==> src/rtl/belv_pkg.sv <==
// belv_pkg: constants for the bridge error log and channel capability bank.
// assumes byte addresses of the extended configuration space, 12 bits wide.
package belv_pkg;

  // ----------------------------------------------------------------
  // widths
  // ----------------------------------------------------------------
  localparam int BELV_AW = 12;
  localparam int BELV_DW = 32;

  // ----------------------------------------------------------------
  // register offsets (byte addresses, dword aligned except BELV_OFF_NEXT_VER at 152)
  // ----------------------------------------------------------------
  localparam logic [11:0] BELV_OFF_LOG_WORD0 = 12'h13c;
  localparam logic [11:0] BELV_OFF_LOG_WORD1 = 12'h140;
  localparam logic [11:0] BELV_OFF_LOG_WORD2 = 12'h144;
  localparam logic [11:0] BELV_OFF_LOG_WORD3 = 12'h148;
  localparam logic [11:0] BELV_OFF_CAP_ID    = 12'h150;
  localparam logic [11:0] BELV_OFF_NEXT_VER  = 12'h152;
  localparam logic [11:0] BELV_OFF_PORT_CAP1 = 12'h154;

  // ----------------------------------------------------------------
  // log field positions inside word 1 (bits 63:32 of the log)
  // ----------------------------------------------------------------
  localparam int BELV_CMD_LO_POS = 4;   // log bits 39:36
  localparam int BELV_CMD_HI_POS = 8;   // log bits 43:40

  // ----------------------------------------------------------------
  // field positions inside port capability one
  // ----------------------------------------------------------------
  localparam int BELV_TABLE_SIZE_POS = 10;  // bits 11:10
  localparam int BELV_REF_CLK_POS    = 8;   // bits 9:8
  localparam int BELV_LOW_CNT_POS    = 4;   // bits 6:4
  localparam int BELV_EXT_COUNT_POS  = 0;   // bits 2:0

  // ----------------------------------------------------------------
  // read-only values
  // ----------------------------------------------------------------
  localparam logic [15:0] BELV_CAP_ID_VAL     = 16'h0002;
  localparam logic [15:0] BELV_NEXT_VER_VAL   = 16'h0001;
  localparam logic [1:0]  BELV_TABLE_SIZE_VAL = 2'h2;
  localparam logic [1:0]  BELV_REF_CLK_VAL    = 2'h0;
  localparam logic [2:0]  BELV_LOW_CNT_NORMAL = 3'h1;
  localparam logic [2:0]  BELV_LOW_CNT_STRICT = 3'h0;
  localparam logic [2:0]  BELV_EXT_COUNT_VAL  = 3'h1;

  // ----------------------------------------------------------------
  // reset values
  // ----------------------------------------------------------------
  localparam logic [31:0] BELV_LOG_RESET  = 32'h0000_0000;
  localparam logic [3:0]  BELV_CMD_RESET  = 4'h0;

  // ----------------------------------------------------------------
  // bus command marking a dual address cycle
  // ----------------------------------------------------------------
  localparam logic [3:0]  BELV_CMD_DAC = 4'hd;

endpackage : belv_pkg

==> src/rtl/belv_addr_capture.sv <==
// belv_addr_capture: follows secondary bus address phases.
// assumes bus pins already synchronous to clk_sys.
`timescale 1ns/100ps
module belv_addr_capture
(
  // clock and reset
  input  wire logic        clk_sys,
  input  wire logic        sys_rst,
  // secondary bus pins
  input  wire logic        pci_frame_n,
  input  wire logic [31:0] pci_ad,
  input  wire logic [3:0]  pci_cbe_n,
  // captured cycle
  output logic      [31:0] cap_addr_lo,
  output logic      [31:0] cap_addr_hi,
  output logic      [3:0]  cap_cmd_lo,
  output logic      [3:0]  cap_cmd_hi,
  output logic             cap_dual
);

  import belv_pkg::*;

  typedef enum logic [2:0] {
    BELV_CAP_IDLE = 3'b001,
    BELV_CAP_DAC  = 3'b010,
    BELV_CAP_DATA = 3'b100
  } belv_cap_state_t;

  belv_cap_state_t state_q, state_d;
  logic [31:0] lo_q, lo_d, hi_q, hi_d;
  logic [3:0]  clo_q, clo_d, chi_q, chi_d;
  logic        dual_q, dual_d;

  // ----------------------------------------------------------------
  // phase tracking
  // ----------------------------------------------------------------
  // first phase is the cycle frame falls; a dual cycle adds one more
  always_comb
  begin
    state_d = state_q;
    lo_d    = lo_q;
    hi_d    = hi_q;
    clo_d   = clo_q;
    chi_d   = chi_q;
    dual_d  = dual_q;
    case (state_q)
      BELV_CAP_IDLE:
      begin
        if (!pci_frame_n)
        begin
          lo_d   = pci_ad;
          clo_d  = pci_cbe_n;
          hi_d   = BELV_LOG_RESET;   // 32-bit address leaves top zero
          chi_d  = BELV_CMD_RESET;
          dual_d = (pci_cbe_n == BELV_CMD_DAC);
          state_d = (pci_cbe_n == BELV_CMD_DAC) ? BELV_CAP_DAC
                                                : BELV_CAP_DATA;
        end
      end
      BELV_CAP_DAC:
      begin
        hi_d    = pci_ad;
        chi_d   = pci_cbe_n;
        state_d = BELV_CAP_DATA;
      end
      BELV_CAP_DATA:
      begin
        if (pci_frame_n)
          state_d = BELV_CAP_IDLE;
      end
      default: state_d = BELV_CAP_IDLE;
    endcase
  end

  // registers only
  always_ff @(posedge clk_sys or posedge sys_rst)
  begin
    if (sys_rst)
    begin
      state_q <= BELV_CAP_IDLE;
      lo_q    <= BELV_LOG_RESET;
      hi_q    <= BELV_LOG_RESET;
      clo_q   <= BELV_CMD_RESET;
      chi_q   <= BELV_CMD_RESET;
      dual_q  <= 1'b0;
    end
    else
    begin
      state_q <= state_d;
      lo_q    <= lo_d;
      hi_q    <= hi_d;
      clo_q   <= clo_d;
      chi_q   <= chi_d;
      dual_q  <= dual_d;
    end
  end

  assign cap_addr_lo = lo_q;
  assign cap_addr_hi = hi_q;
  assign cap_cmd_lo  = clo_q;
  assign cap_cmd_hi  = chi_q;
  assign cap_dual    = dual_q;

endmodule : belv_addr_capture

==> src/rtl/belv_error_log_vc.sv <==
// belv_error_log_vc: error header log and channel capability registers,
// plus the upstream channel arbiter that the strict priority control steers.
// assumes configuration requests are one-cycle pulses on clk_sys and
// that link reset, global reset pin and power-on reset are synchronous.
`timescale 1ns/100ps

// Notes on behaviour
// - on an error, log the failing cycle's address and command
// - log reads as four words, 13c low bits up to 148 high bits
// - first address phase goes to bits 95:64, second to 127:96
// - single address cycle leaves logged bits 127:96 at zero
// - command lines of first address phase land in bits 39:36
// - command lines of second address phase land in bits 43:40
// - attribute bits 35:0 and reserved bits 63:44 read zero
// - link reset, global reset pin and power-on reset clear the log
// - word at 150 identifies the virtual channel capability, 0002
// - next pointer zero and version one at 152
// - arbitration table entry size field reads 10b
// - reference clock field reads 00b, internal fixed tick
// - low priority count reads 001b, or 000b under strict priority
// - strict priority always grants the extended channel first
// - extended channel count reads 001b
// - reserved bits 31:12 of port capability one read zero
module belv_error_log_vc
(
  // clock and reset
  input  wire logic                         clk_sys,
  input  wire logic                         sys_rst,
  // other reset sources
  input  wire logic                         link_rst,
  input  wire logic                         global_reset_pin,
  input  wire logic                         por_rst,
  // configuration access
  input  wire logic                         cfg_rd_req,
  input  wire logic                         cfg_wr_req,
  input  wire logic [belv_pkg::BELV_AW-1:0] cfg_addr,
  input  wire logic [belv_pkg::BELV_DW-1:0] cfg_wdata,
  input  wire logic [3:0]                   cfg_be,
  output logic                              cfg_ack,
  output logic      [belv_pkg::BELV_DW-1:0] cfg_rdata,
  // secondary bus monitor
  input  wire logic                         pci_frame_n,
  input  wire logic [31:0]                  pci_ad,
  input  wire logic [3:0]                   pci_cbe_n,
  input  wire logic                         err_detect,
  // channel control and arbitration
  input  wire logic                         strict_priority_en,
  input  wire logic                         vc0_req,
  input  wire logic                         ext_req,
  output logic                              vc0_gnt,
  output logic                              ext_gnt
);

  import belv_pkg::*;

  typedef enum logic [1:0] {
    BELV_LAST_VC0 = 2'b01,
    BELV_LAST_EXT = 2'b10
  } belv_arb_state_t;

  // ----------------------------------------------------------------
  // declarations
  // ----------------------------------------------------------------
  logic [31:0] cap_addr_lo, cap_addr_hi;
  logic [3:0]  cap_cmd_lo, cap_cmd_hi;
  logic        cap_dual;

  logic [31:0] addr_lo_q, addr_lo_d, addr_hi_q, addr_hi_d;
  logic [3:0]  cmd_lo_q, cmd_lo_d, cmd_hi_q, cmd_hi_d;
  logic        log_clear;

  logic             ack_q, ack_d;
  logic [31:0]      rdata_q, rdata_d;
  belv_arb_state_t  last_q, last_d;

  // data written by software is never stored anywhere
  logic        wr_seen;
  assign wr_seen = cfg_wr_req & (|cfg_be) & (|cfg_wdata | ~|cfg_wdata);

  // ----------------------------------------------------------------
  // helpers
  // ----------------------------------------------------------------
  // word 1 of the log: command fields, the rest reads zero
  function automatic logic [31:0] belv_cmd_word(input logic [3:0] lo,
                                                input logic [3:0] hi);
    logic [31:0] w;
    w = 32'h0000_0000;
    w[BELV_CMD_LO_POS +: 4] = lo;
    w[BELV_CMD_HI_POS +: 4] = hi;
    return w;
  endfunction : belv_cmd_word

  // port capability one, live with the strict priority control
  function automatic logic [31:0] belv_port_cap1(input logic strict);
    logic [31:0] w;
    w = 32'h0000_0000;
    w[BELV_TABLE_SIZE_POS +: 2] = BELV_TABLE_SIZE_VAL;
    w[BELV_REF_CLK_POS +: 2]    = BELV_REF_CLK_VAL;
    w[BELV_LOW_CNT_POS +: 3]    = strict ? BELV_LOW_CNT_STRICT
                                         : BELV_LOW_CNT_NORMAL;
    w[BELV_EXT_COUNT_POS +: 3]  = BELV_EXT_COUNT_VAL;
    return w;
  endfunction : belv_port_cap1

  // ----------------------------------------------------------------
  // address phase tracker
  // ----------------------------------------------------------------
  belv_addr_capture belv_addr_capture_inst (
    .clk_sys     (clk_sys),
    .sys_rst     (sys_rst),
    .pci_frame_n (pci_frame_n),
    .pci_ad      (pci_ad),
    .pci_cbe_n   (pci_cbe_n),
    .cap_addr_lo (cap_addr_lo),
    .cap_addr_hi (cap_addr_hi),
    .cap_cmd_lo  (cap_cmd_lo),
    .cap_cmd_hi  (cap_cmd_hi),
    .cap_dual    (cap_dual)
  );

  // ----------------------------------------------------------------
  // header log
  // ----------------------------------------------------------------
  // any of the three resets clears; clear beats a same-cycle error
  assign log_clear = link_rst | global_reset_pin | por_rst;

  always_comb
  begin
    addr_lo_d = addr_lo_q;
    addr_hi_d = addr_hi_q;
    cmd_lo_d  = cmd_lo_q;
    cmd_hi_d  = cmd_hi_q;
    if (log_clear)
    begin
      addr_lo_d = BELV_LOG_RESET;
      addr_hi_d = BELV_LOG_RESET;
      cmd_lo_d  = BELV_CMD_RESET;
      cmd_hi_d  = BELV_CMD_RESET;
    end
    else if (err_detect)
    begin
      // newest error always overwrites the previous record
      addr_lo_d = cap_addr_lo;
      addr_hi_d = cap_dual ? cap_addr_hi : 32'h0000_0000;
      cmd_lo_d  = cap_cmd_lo;
      cmd_hi_d  = cap_dual ? cap_cmd_hi : BELV_CMD_RESET;
    end
  end

  always_ff @(posedge clk_sys or posedge sys_rst)
  begin
    if (sys_rst)
    begin
      addr_lo_q <= BELV_LOG_RESET;
      addr_hi_q <= BELV_LOG_RESET;
      cmd_lo_q  <= BELV_CMD_RESET;
      cmd_hi_q  <= BELV_CMD_RESET;
    end
    else
    begin
      addr_lo_q <= addr_lo_d;
      addr_hi_q <= addr_hi_d;
      cmd_lo_q  <= cmd_lo_d;
      cmd_hi_q  <= cmd_hi_d;
    end
  end

  // ----------------------------------------------------------------
  // configuration access
  // ----------------------------------------------------------------
  // every request acked next cycle; writes are dropped on purpose
  always_comb
  begin
    ack_d   = cfg_rd_req | wr_seen | cfg_wr_req;
    rdata_d = 32'h0000_0000;  // write data is never stored
    if (cfg_rd_req)
    begin
      if (cfg_addr == BELV_OFF_LOG_WORD0)
        rdata_d = 32'h0000_0000;
      else if (cfg_addr == BELV_OFF_LOG_WORD1)
        rdata_d = belv_cmd_word(cmd_lo_q, cmd_hi_q);
      else if (cfg_addr == BELV_OFF_LOG_WORD2)
        rdata_d = addr_lo_q;
      else if (cfg_addr == BELV_OFF_LOG_WORD3)
        rdata_d = addr_hi_q;
      else if (cfg_addr == BELV_OFF_CAP_ID)
        rdata_d = {BELV_NEXT_VER_VAL, BELV_CAP_ID_VAL};
      else if (cfg_addr == BELV_OFF_PORT_CAP1)
        rdata_d = belv_port_cap1(strict_priority_en);
      else
        rdata_d = 32'h0000_0000;  // unmapped reads zero
    end
  end

  always_ff @(posedge clk_sys or posedge sys_rst)
  begin
    if (sys_rst)
    begin
      ack_q   <= 1'b0;
      rdata_q <= 32'h0000_0000;
    end
    else
    begin
      ack_q   <= ack_d;
      rdata_q <= rdata_d;
    end
  end

  assign cfg_ack   = ack_q;
  assign cfg_rdata = rdata_q;

  // ----------------------------------------------------------------
  // upstream channel arbiter
  // ----------------------------------------------------------------
  // grants are combinational so a request is served the same cycle;
  // without strict priority the two channels alternate when both ask
  always_comb
  begin
    vc0_gnt = 1'b0;
    ext_gnt = 1'b0;
    if (strict_priority_en)
    begin
      ext_gnt = ext_req;
      vc0_gnt = vc0_req & ~ext_req;
    end
    else
    begin
      case (last_q)
        BELV_LAST_VC0:
        begin
          ext_gnt = ext_req;
          vc0_gnt = vc0_req & ~ext_req;
        end
        BELV_LAST_EXT:
        begin
          vc0_gnt = vc0_req;
          ext_gnt = ext_req & ~vc0_req;
        end
        default:
        begin
          vc0_gnt = vc0_req;
          ext_gnt = 1'b0;
        end
      endcase
    end
  end

  always_comb
  begin
    last_d = last_q;
    if (ext_gnt)
      last_d = BELV_LAST_EXT;
    else if (vc0_gnt)
      last_d = BELV_LAST_VC0;
  end

  always_ff @(posedge clk_sys or posedge sys_rst)
  begin
    if (sys_rst)
      last_q <= BELV_LAST_VC0;
    else
      last_q <= last_d;
  end
endmodule : belv_error_log_vc

==> config.mk <==
export PLATFORM = sky130hd
export DESIGN_NAME = belv_error_log_vc
export DESIGN_NICKNAME = d
export VERILOG_FILES = /design/src/rtl/belv_pkg.sv /design/src/rtl/belv_addr_capture.sv /design/src/rtl/belv_error_log_vc.sv
export SDC_FILE = /design/constraint.sdc
export NUM_CORES = 1
export LEC_CHECK = 0
export ABC_AREA = 1
export BUFFER_PORTS_ARGS = -buffer_cell sky130_fd_sc_hd__clkbuf_2
export CAP_MARGIN = 20
export CELL_PAD_IN_SITES_DETAIL_PLACEMENT = 0
export CELL_PAD_IN_SITES_GLOBAL_PLACEMENT = 1
export CORE_ASPECT_RATIO = 0.7
export CORE_MARGIN = 2
export CORE_UTILIZATION = 46
export CTS_CLUSTER_SIZE = 14
export DETAILED_ROUTE_END_ITERATION = 6
export PLACE_DENSITY_LB_ADDON = 0.1
export SYNTH_ARGS = -nofsm -noshare
export SYNTH_HDL_FRONTEND = slang
export SYNTH_SLANG_ARGS = --single-unit
==> constraint.sdc <==
create_clock -name clk_sys -period 8.35 [get_ports clk_sys]
set_input_delay 0.4175 -clock clk_sys [delete_from_list [all_inputs] [get_ports clk_sys]]
set_output_delay 0.4175 -clock clk_sys [all_outputs]
set_load 0.01 [all_outputs]
Word-level counts from Yosys, hierarchy flattened:

Index checks and enable logic that the tools add are counted.

* output and inout bits: 35
* flip-flop bits (word level): 183
* bits of input ports: 96
* word-level logic and storage cells: 76

* equality and inequality tests: 14
* bitwise operators: 10
* muxes and demuxes: 32
* reductions and logical operators: 7

Operators by type and width (number)
* two-way mux 32 bit: 11
* equality test 12 x 9 -> 1 bit (second input constant): 6
* one-hot mux 32 bit (2 select lines): 1
* two-way mux 4 bit: 6
* two-way mux 17 bit: 1
* two-way mux 12 bit: 1
* two-way mux 3 bit: 3
* one-hot mux 3 bit (3 select lines): 1
* one-hot mux 4 bit (2 select lines): 1
* AND reduction 2 bit: 3
* nonzero test 2 bit: 3
* equality test 4 bit (second input constant): 1
* two-way mux 1 bit: 4
* two-way mux 2 bit: 2
* != test 2 bit (second input constant): 2
* OR 1 bit: 4
* OR reduction 4 bit: 1
* bitwise AND 1 bit: 3
* equality test 3 x 1 -> 1 bit (second input constant): 1
* equality test 3 x 2 -> 1 bit (second input constant): 1
* equality test 3 bit (second input constant): 1
* NOT 1 bit: 3
* equality test 2 x 1 -> 1 bit (second input constant): 1
* equality test 2 bit (second input constant): 1
* one-hot mux 1 bit (2 select lines): 1

Logic depth before layout (Yosys ltp):

Gate-level depths: netlist of the first run.

* word-level depth: 8
* gate-level depth with buffers: 9
* mapped depth without buffers: 8

By module:

A second synthesis of the first run with hierarchy kept.

* cells, all modules: 916
* area total of the unflattened synthesis: 8161.6 um^2

By module, submodules not included
* belv_error_log_vc: times used 1, cells each 581, seq. area each 2678.8 um^2, area an instance 5054.8 um^2
* belv_addr_capture: times used 1, cells each 335, seq. area each 1903.1 um^2, area an instance 3106.7 um^2

Worst setup path before layout of the first run:

No wires, ideal clock.

* kind: reg2out
* from: register last_q[1]
* to: output vc0_gnt
* path slack: 6741 ps
* path buffers: 0
* arrival: 1191 ps
* stages on the path, launching flop included: 5
* required time: 7933 ps
* path through: dfrtp_1 -> inv_1 -> ha_1 -> or2_2 -> a21boi_0

* cells in the longest elaborated chain, start to end: 3

RTL lines
* from (decl): line belv_error_log_vc.sv:74 `belv_arb_state_t last_q, last_d;`
* from (signal assigned): line belv_error_log_vc.sv:262 `last_q <= last_d;`
* equality test 2 x 1 -> 1 bit: line belv_error_log_vc.sv:228 `case (last_q)`
* two-way mux 1 bit: line belv_error_log_vc.sv:228
* two-way mux 1 bit: line belv_error_log_vc.sv:221 `if (strict_priority_en)`
* to (decl): line belv_error_log_vc.sv:50 `output logic vc0_gnt,`

No other way between the ends.

Worst setup path after layout of the first run:

Ends and elaborated chain as after synthesis.

==> reports/qor.txt, run 1 <==
Fin. Hold Viols - 0
Top Ports - 131
fin util - 54.4%
Inserted Clock Buffers - 17
Die X - 160 microns
main flop type after synthesis - dfrtp_1
final cell count without fillers - 1,168
Required @ worst endpoint - 7.93 ns
Post-synth EDFFs - 0
Core Footprint - 16,500 sq um
Initial Utilization - 47.6%
Final nets - 1,029
max incr delay on CP - 0.35 ns
CP Buf/Inv Count - 2
fmax - 450 MHz
Antenna Nets Post-Route - 0
Chip Height - 113 microns
port bufs - 94
Net Count, Synth - 966
clk sinks - 183
number of global-route vias before repair - 5,891
GRT overflow - 0
Fin Setup TNS - 0 ns
CTS tree - yes
synth warn - 0
ANT cells - 0
Total Wirelength - 19,700 microns
CP delay by family, top - flip-flops
footprint of the multi-input gates - 2560 sq um
Cells after DPL - 1,137
initial antenna violation count - 0
commonest non-fill, non-tap cell in the layout - dfrtp_1
FILL cells - 1,565
CTS clk-pin slew, worst paths - 0.06 ns
DRC - 0
largest net degree at the start of global routing - 88
GP Congestion - 0.786
crit-path cells - inv_1 -> ha_1 -> or2_2 -> a21boi_0 -> clkbuf_2
Rel. slew slack - 42.8%
RR Startpoint - belv_addr_capture_inst.state_q[0]
Register Area - 4580 sq um
maximum VDD drop - 123 uV
Tmin final - 2.22 ns
Post-CTS Setup Bufs - 0
R2R setup slack - 6.26 ns
asr flop ratio synth - 100%
Final WS setup - 6.13 ns
Max Slew Vio Count - 0
dpl cell area - 8430 sq um
worst skew pair latency - 0.43 ns
GRT Util Overall - 23.3%
drt pass-1 iters - 5
depth of the CTS H-tree - 4
Setup-failing EPs final - 0
worst-margin pin slew - 0.855 ns
layout cell share with drive strength beyond 1 - 17.9%
CTS root buf - clkbuf_16
post-CTS sizing - 0
die area - 18,100 sq um
CP endpoint kind - output port
maxcap violations - 0
critical path peak fanout - 3
distinct cell type count after synthesis - 30
Area Overhead vs Synth - 14.5%
hpwl dp - 12,400 microns
pwr/cell area - 233 nW/um^2
Arr. time, crit path - 1.80 ns
Design Area, Final - 8980 sq um
routed len/inst - 16.9 microns
Yosys reg bits - 183
slowest CP cell - dfrtp_1
DP Worst Slack - 5.75 ns
RSZ-0062 raised after global routing - no
Synth Area per Inst - 9.04 sq um
Bufs on Longest Clock Path - 2
first-pass GRT wire length - 32,600 microns
end of the worst register-to-register path - belv_addr_capture_inst.cap_addr_hi[26]
hold_buf cts - 0
mapped cell area - 7840 sq um
CP Class - register to output port
Final Cycle Share - 26.6%
Hold Path Class - input pin to asynchronous set/reset pin
Initial DRC Count - 456
vias per cell - 5.20
sequential area share after synthesis - 58.4%
via count - 6,071
status - complete, no violations
Clock Skew - 0.00712 ns
CP Launch Type - register
commonest cells after routing, fill and taps aside - dfrtp_1 (181), nand2_1 (124), o21ai_0 (111)
Syn Inst Count - 868
std cell rows - 39
Reg2Reg Depth - 6
P_leak - 4.22 nW
==> synth_stat cells (10+ instances only) <==
cell type  count  share of area [%]
dfrtp_1      181                 58
nand2_1      126                6.0
inv_1        111                5.3
o21ai_0      111                7.1
nand3_1       63                4.0
nor2_1        57                2.7
a21oi_1       48                3.1
nand4_1       33                2.6
clkbuf_1      28                1.3
o21ai_1       26                1.7
buf_2         24                1.5
o211ai_1      13                1.2
o211ai_2      10                1.6
==> kinds of logic (layout without fill, tap and decap cells) <==
family                   Yosys count  after routing  share of synthesized area, %
adder cells (fa/ha/maj)            2              2                         0.319
AND/OR/NAND/NOR                  295            295                          17.1
AO/OA/AOI/OAI                    213            213                          15.2
flip-flops                       183            183                          58.4
buffers and inverters            175            250                          8.95
==> registers in the layout, summed over array words and instances, names as in the netlist <==
| register | count |
|---|---|
| belv_addr_capture_inst.cap_cmd_lo | 4 |
| last_q | 2 |
| cmd_hi_q | 4 |
| belv_addr_capture_inst.state_q | 3 |
| cfg_ack | 1 |
| belv_addr_capture_inst.cap_dual | 1 |
| belv_addr_capture_inst.cap_addr_hi | 32 |
| addr_hi_q | 32 |
| cmd_lo_q | 4 |
| addr_lo_q | 32 |
| belv_addr_capture_inst.cap_addr_lo | 32 |
| belv_addr_capture_inst.cap_cmd_hi | 4 |
| cfg_rdata | 32 |
==> worst max path at each step <==
stage,start,endpoint,slack [ns],cells past startpoint
after floorplan,sys_rst,addr_hi_q[0],2.96,1
after global placement,sys_rst,belv_addr_capture_inst.cap_addr_hi[21],5.81,4
after detailed placement,sys_rst,addr_hi_q[24],5.75,4
after CTS,last_q[1],vc0_gnt,6.11,5
after global routing,sys_rst,belv_addr_capture_inst.cap_addr_hi[28],5.89,4
final,last_q[1],vc0_gnt,6.13,5
==> cell type report <==
type | count | share of cell area (%)
inverters | 114 | 4.82
clock buffers | 19 | 4.93
well taps | 225 | 3.14
clock inverters | 12 | 1.14
multi-input cells | 510 | 28.6
flip-flops and latches | 183 | 51.0
repair buffers | 105 | 6.38
==> metal layers <==
metal	part of all wire, %	GRT usage [%]
met4	0.93	6.13
met1	53	37.7
met3	5.8	4.77
met2	40	31.5
met5	0	0
==> through the flow <==
step | hold slack [ns] | power [W]
final | 0.0159 | 0.00209
after global routing | 0.0647 | 0.00220
after CTS | 0.0323 | 0.00211
after detailed placement | 0.473 | 0.00136
after global placement | 0.467 | 0.00134
after floorplan | 0.453 | 0.00127
==> power breakdown <==
group          switching (W)  total [W]  internal, W
Combinational       0.000194   0.000284    0.0000901
Sequential         0.0000613    0.00106     0.000997
Clock               0.000333   0.000749     0.000416
Power figures use the tool's default switching activity.
==> run 2, diff against run 1 <==
- ABC_AREA: 1 -> 0
- CORE_UTILIZATION: 46 -> 44
- clock period: 8.35 -> 2.1 ns (I/O delays scaled with it)
==> reports/qor.txt, run 2 <==
Yosys reg bits - 183 (unchanged)
RSZ-0062 raised after global routing - no (unchanged)
Core Footprint - 17,400 sq um (was 16,500 sq um)
Max Slew Vio Count - 0 (unchanged)
commonest non-fill, non-tap cell in the layout - dfrtp_1 (unchanged)
initial antenna violation count - 0 (unchanged)
largest net degree at the start of global routing - 73 (was 88)
Clock Skew - 0.00754 ns (was 0.00712 ns)
hpwl dp - 11,800 microns (was 12,400 microns)
CTS clk-pin slew, worst paths - 0.06 ns (about the same)
Hold Path Class - input pin to register (was input pin to asynchronous set/reset pin)
Rel. slew slack - 42.9% (was 42.8%)
dpl cell area - 8670 sq um (was 8430 sq um)
synth cell count leaders - dfrtp_1 (181), nand2_1 (74), nor2_1 (57) (was dfrtp_1 (181), nand2_1 (126), inv_1 (111), o21ai_0 (111), nand3_1 (63))
P_leak - 4.32 nW (was 4.22 nW)
commonest cells after routing, fill and taps aside - dfrtp_1 (181), clkbuf_2 (93), nand2_1 (74) (was dfrtp_1 (181), nand2_1 (124), o21ai_0 (111))
Antenna Nets Post-Route - 0 (unchanged)
footprint of the multi-input gates - 3050 sq um (was 2560 sq um)
critical path peak fanout - 3 (unchanged)
CP endpoint kind - output port (unchanged)
layout cell share with drive strength beyond 1 - 25.5% (was 17.9%)
Fin Setup TNS - 0 ns (unchanged)
Area Overhead vs Synth - 23.0% (was 14.5%)
CTS root buf - clkbuf_16 (unchanged)
vias per cell - 5.30 (was 5.20)
Top Ports - 131 (unchanged)
top-area cell type share of the netlist area - 57.4% (was 57.7%)
asr flop ratio synth - 100% (unchanged)
first-pass GRT wire length - 31,500 microns (was 32,600 microns)
CP Class - register to output port (unchanged)
GRT Util Overall - 21.9% (was 23.3%)
sequential area share after synthesis - 58.0% (was 58.4%)
most frequent cell after synthesis - dfrtp_1 (unchanged)
GRT overflow - 0 (unchanged)
Final nets - 922 (was 1,029)
Chip Height - 116 microns (was 113 microns)
worst hold margin - 0.0261 ns (was 0.0159 ns)
Inserted Clock Buffers - 17 (unchanged)
routed len/inst - 18.4 microns (was 16.9 microns)
FILL cells - 1,496 (was 1,565)
Bufs on Longest Clock Path - 2 (unchanged)
via count - 5,654 (was 6,071)
number of global-route vias before repair - 5,739 (was 5,891)
mapped cell area - 7890 sq um (was 7840 sq um)
worst-margin pin slew - 0.857 ns (was 0.855 ns)
Setup-failing EPs final - 0 (unchanged)
Post-synth EDFFs - 0 (unchanged)
worst skew pair latency - 0.43 ns (about the same)
CP Launch Type - register (unchanged)
Die X - 164 microns (was 160 microns)
Final Power - 0.00882 W (was 0.00209 W)
Initial Utilization - 45.5% (was 47.6%)
Post-CTS Setup Bufs - 0 (unchanged)
ANT cells - 0 (unchanged)
depth of the CTS H-tree - 4 (unchanged)
Net Count, Synth - 802 (was 966)
Syn Inst Count - 704 (was 868)
std cell rows - 40 (was 39)
pwr/cell area - 908 nW/um^2 (was 233 nW/um^2)
max incr delay on CP - 0.54 ns (was 0.35 ns)
clk sinks - 183 (unchanged)
Register Area - 4580 sq um (unchanged)
Final Cycle Share - 88.2%
main flop type after synthesis - dfrtp_1 (unchanged)
synth warn - 0 (unchanged)
maximum VDD drop - 465 uV (was 123 uV)
DRC - 0 (unchanged)
Synth Area per Inst - 11.2 sq um (was 9.04 sq um)
Synth area leader - dfrtp_1 (unchanged)
final cell count without fillers - 1,067 (was 1,168)
crit-path cells - inv_1 -> ha_1 -> a21oi_1 -> o21a_1 -> clkbuf_2 (was inv_1 -> ha_1 -> or2_2 -> a21boi_0 -> clkbuf_2)
Total Wirelength - 19,600 microns (was 19,700 microns)
Arr. time, crit path - 1.75 ns (was 1.80 ns)
Fin. Hold Viols - 0 (unchanged)
Design Area, Final - 9710 sq um (was 8980 sq um)
CTS tree - yes (unchanged)
fmax - 540 MHz
maxcap violations - 0 (unchanged)
status - complete, no violations (unchanged)
die area - 19,000 sq um (was 18,100 sq um)
Required @ worst endpoint - 2.00 ns (was 7.93 ns)
Initial DRC Count - 331 (was 456)
drt pass-1 iters - 5 (unchanged)
port bufs - 94 (unchanged)
Synth area leaders - dfrtp_1 (57%), mux2_2 (5.1%), mux2i_1 (4.7%), nand2b_1 (3.8%), nand2_1 (3.5%) (was dfrtp_1 (58%), o21ai_0 (7.1%), nand2_1 (6.0%), inv_1 (5.3%), nand3_1 (4.0%))
distinct cell type count after synthesis - 46 (was 30)
Tmin final - 1.85 ns
Cells after DPL - 997 (was 1,137)
slowest CP cell - dfstp_2 (was dfrtp_1)
GP Congestion - 0.734 (was 0.786)
## run 2: cell count changes in the layout (fill, tap and decap cells not counted), moves of 31 or more
cell	delta
inv_1	-105
o21ai_0	-71
nand2_1	-50
nand2b_1	+48
dlygate4sd3_1	+39
mux2i_1	+37
mux2_2	+36
nand4_1	-31
## run 2: path summary, 6_finish.rpt
check | cells past startpoint | to | slack [ns] | from
worst max-delay path | 5 | ext_gnt | 0.25 | last_q[0]
worst min-delay path | 3 | last_q[1] | 0.03 | vc0_req
worst max register to register | 5 | belv_addr_capture_inst.cap_addr_hi[9] | 0.44 | belv_addr_capture_inst.state_q[1]
worst min register to register | 1 | belv_addr_capture_inst.cap_addr_lo[2] | 0.51 | belv_addr_capture_inst.cap_addr_lo[2]
max in group asynchronous | 4 | belv_addr_capture_inst.state_q[0] | 1.14 | sys_rst
min in group asynchronous | 3 | addr_lo_q[18] | 0.27 | sys_rst
## run 2: worst max-delay path: cells and delay by family (launching register included)
family	cells	cell delay, ns
DFF	1	0.54
AOI/OAI and AO/OA	2	0.31
adders and majority gates	1	0.29
buffers and inverters	2	0.19
## run 2: routing by layer
layer / GRT usage [%] / part of all wire (%)
met4: 5.67 / 0.94
met2: 35.1 / 47
met3: 4.19 / 4.9
met1: 30.8 / 47
met5: 0 / 0
## run 2: where the power goes
part	total [W]	leakage, nW	internal [W]	switching [W]
sequential	0.00415	2.45	0.00393	0.000223
combinational	0.00114	1.56	0.000586	0.000555
clock	0.00353	0.311	0.00221	0.00133
## run 2: repair_timing
item                                   in CTS  in global routing
endpoints found under the hold margin      91                  0
hold buffers                               39                  0
gates resized for setup                     0                  0
## run 2: area by class of cell
class	count	area share [%]
multi-input cells	463	31.4
flip-flops and latches	183	47.2
clock inverters	7	1.71
repair buffers	153	11.5
clock buffers	24	4.96
well taps	231	2.98
inverters	6	0.271
## run 2: per-stage QoR
step	setup slack (ns)	util, %
5_1_grt	0.176	55.9
4_1_cts	0.240	55.9
6_report	0.247	55.9
3_5_place_dp	0.430	49.9
3_3_place_gp	0.465	49.9
2_1_floorplan	-0.354	-
## run 2: kinds of logic (layout without fill, tap and decap cells)
logic type	after synthesis	in the layout	share of synthesized area, %
AND/OR/NAND/NOR	273	273	19.4
adder cells (fa/ha/maj)	2	2	0.317
buffers and inverters	58	190	3.52
AO/OA/AOI/OAI	115	115	8.86
flip-flops	183	183	58.0
multiplexers	73	73	9.83
==> run 3, diff against run 2 <==
- CORE_UTILIZATION: 44 -> 46
- CTS_BUF_LIST: not set -> sky130_fd_sc_hd__clkbuf_4
==> reports/qor.txt, run 3 (synthesis gave the netlist of run 2 again) <==
status - finished with violations (was complete, no violations)
failing checks - negative setup slack
GP Congestion - 0.748 (was 0.734)
Reg2Reg Depth - 6 (was 5)
drt pass-1 iters - 5 (unchanged)
std cell rows - 40 (unchanged)
footprint of the multi-input gates - 3070 sq um (was 3050 sq um)
DRC - 0 (unchanged)
Worst Hold Endpoint - cfg_rdata[5] (was last_q[1])
Max Slew Vio Count - 0 (unchanged)
port bufs - 94 (unchanged)
RR Startpoint - addr_lo_q[4] (was belv_addr_capture_inst.state_q[1])
Fin. Hold Viols - 0 (unchanged)
worst skew pair latency - 0.58 ns (was 0.43 ns)
GRT Util Overall - 22.2% (was 21.9%)
Inserted Clock Buffers - 17 (unchanged)
first-pass GRT wire length - 31,100 microns (was 31,500 microns)
vias per cell - 5.25 (was 5.30)
Final WS setup - -0.0113 ns (was 0.247 ns)
Final nets - 941 (was 922)
maxcap violations - 0 (unchanged)
CP Class - input pin to register (was register to output port)
P_leak - 4.24 nW (was 4.32 nW)
commonest cells after routing, fill and taps aside - dfrtp_1 (181), clkbuf_2 (91), nand2_1 (74) (was dfrtp_1 (181), clkbuf_2 (93), nand2_1 (74))
commonest non-fill, non-tap cell in the layout - dfrtp_1 (unchanged)
largest net degree at the start of global routing - 73 (unchanged)
Top Ports - 131 (unchanged)
DP Worst Slack - 0.430 ns (about the same)
die area - 18,200 sq um (was 19,000 sq um)
Arr. time, crit path - 2.63 ns (was 1.75 ns)
CP endpoint kind - register (was output port)
crit path from - cfg_addr[2] (was last_q[0])
FILL cells - 1,485 (was 1,496)
initial antenna violation count - 0 (unchanged)
Setup-failing EPs final - 1 (was 0)
Rel. slew slack - 40.1% (was 42.9%)
Core Footprint - 17,000 sq um (was 17,400 sq um)
Final Cycle Share - 101% (was 88.2%)
Antenna Nets Post-Route - 0 (unchanged)
ANT cells - 0 (unchanged)
critical path peak fanout - 11 (was 3)
Register Area - 4580 sq um (unchanged)
clk sinks - 183 (unchanged)
Chip Height - 114 microns (was 116 microns)
Bufs on Longest Clock Path - 2 (unchanged)
routed len/inst - 17.7 microns (was 18.4 microns)
Tmin final - 2.11 ns (was 1.85 ns)
hold path start - cfg_addr[0] (was vc0_req)
fin util - 56.2% (was 55.9%)
CTS clk-pin slew, worst paths - 0.15 ns (was 0.06 ns)
R2R setup slack - 0.02 ns (was 0.44 ns)
layout cell share with drive strength beyond 1 - 26.1% (was 25.5%)
Hold Crit Depth - 5 (was 3)
worst-margin pin slew - 0.898 ns (was 0.857 ns)
pwr/cell area - 738 nW/um^2 (was 908 nW/um^2)
fmax - 474 MHz (was 540 MHz)
end of the worst register-to-register path - cfg_rdata[4] (was belv_addr_capture_inst.cap_addr_hi[9])
number of global-route vias before repair - 5,746 (was 5,739)
CTS root buf - clkbuf_4 (was clkbuf_16)
Hold Path Class - input pin to register (unchanged)
Die X - 161 microns (was 164 microns)
depth of the CTS H-tree - 4 (unchanged)
Initial Utilization - 46.5% (was 45.5%)
CTS tree - yes (unchanged)
hpwl dp - 11,700 microns (was 11,800 microns)
GRT overflow - 0 (unchanged)
Area Overhead vs Synth - 20.8% (was 23.0%)
maximum VDD drop - 420 uV (was 465 uV)
Initial DRC Count - 409 (was 331)
Fin Setup TNS - -0.0113 ns (was 0 ns)
Clock Skew - 0.0205 ns (was 0.00754 ns)
CP Launch Type - input pin (was register)
via count - 5,703 (was 5,654)
Total Wirelength - 19,300 microns (was 19,600 microns)
Required @ worst endpoint - 2.62 ns (was 2.00 ns)
## run 3: repair_timing
item | 4_1_cts | 5_1_grt
hold buffers | 53 | 0
gates resized for setup | 0 | 8
endpoints found under the setup margin | 0 | 3
buffers inserted | 0 | 2
hold endpoints to repair | 275 | 0
## run 3: how the worst max path moves through the flow
stage,slack (ns),end,cells past startpoint
finish,-0.01,cfg_rdata[4],9
global route,-0.02,cfg_rdata[4],6
CTS,0.03,cfg_rdata[4],9
detailed placement,0.43,cfg_rdata[25],6
global placement,0.49,cfg_rdata[31],6
floorplan,-0.35,addr_hi_q[0],1
## run 3: per-stage QoR
stage               area [sq um]  hold WS, ns  instances  total power, W
floorplan                   7900        0.214        704         0.00493
global placement            8730        0.169       1000         0.00526
detailed placement          8730        0.172       1000         0.00533
CTS                         9500       0.0481       1085         0.00712
global route                9540       0.0662       1087         0.00743
finish                      9540       0.0835       1087         0.00704
## run 3: where the power goes
group / internal, W / leakage, nW / total, W / switching [W]
sequential: 0.00392 / 2.45 / 0.00413 / 0.000212
combinational: 0.000625 / 1.67 / 0.00120 / 0.000570
clock: 0.000468 / 0.116 / 0.00171 / 0.00125
## run 3: worst max-delay path, stage by stage
cell	delay (ns)
dlygate4sd3_1	0.53
clkbuf_4	0.20
buf_6	0.17
nand2b_4	0.07
nor2_1	0.11
mux2i_1	0.09
dlygate4sd3_1	0.59
nor3_2	0.20
dlygate4sd3_1	0.56
## run 3: metal layers
layer | global-route usage, % | part of all wire, % | up-vias
met1 | 32.1 | 49 | 2878
met5 | 0 | 0 | -
met4 | 5.05 | 0.84 | 0
li1 | - | - | 2691
met3 | 4.95 | 4.1 | 12
met2 | 34.6 | 46 | 122
## run 3: cell type report
type / instances / area share, %
clock buffer: 17 / 1.34
clock inverter: 15 / 1.10
inverter: 6 / 0.275
multi-input combinational: 463 / 32.2
sequential: 183 / 48.0
tap: 231 / 3.03
timing repair buffer: 172 / 14.0
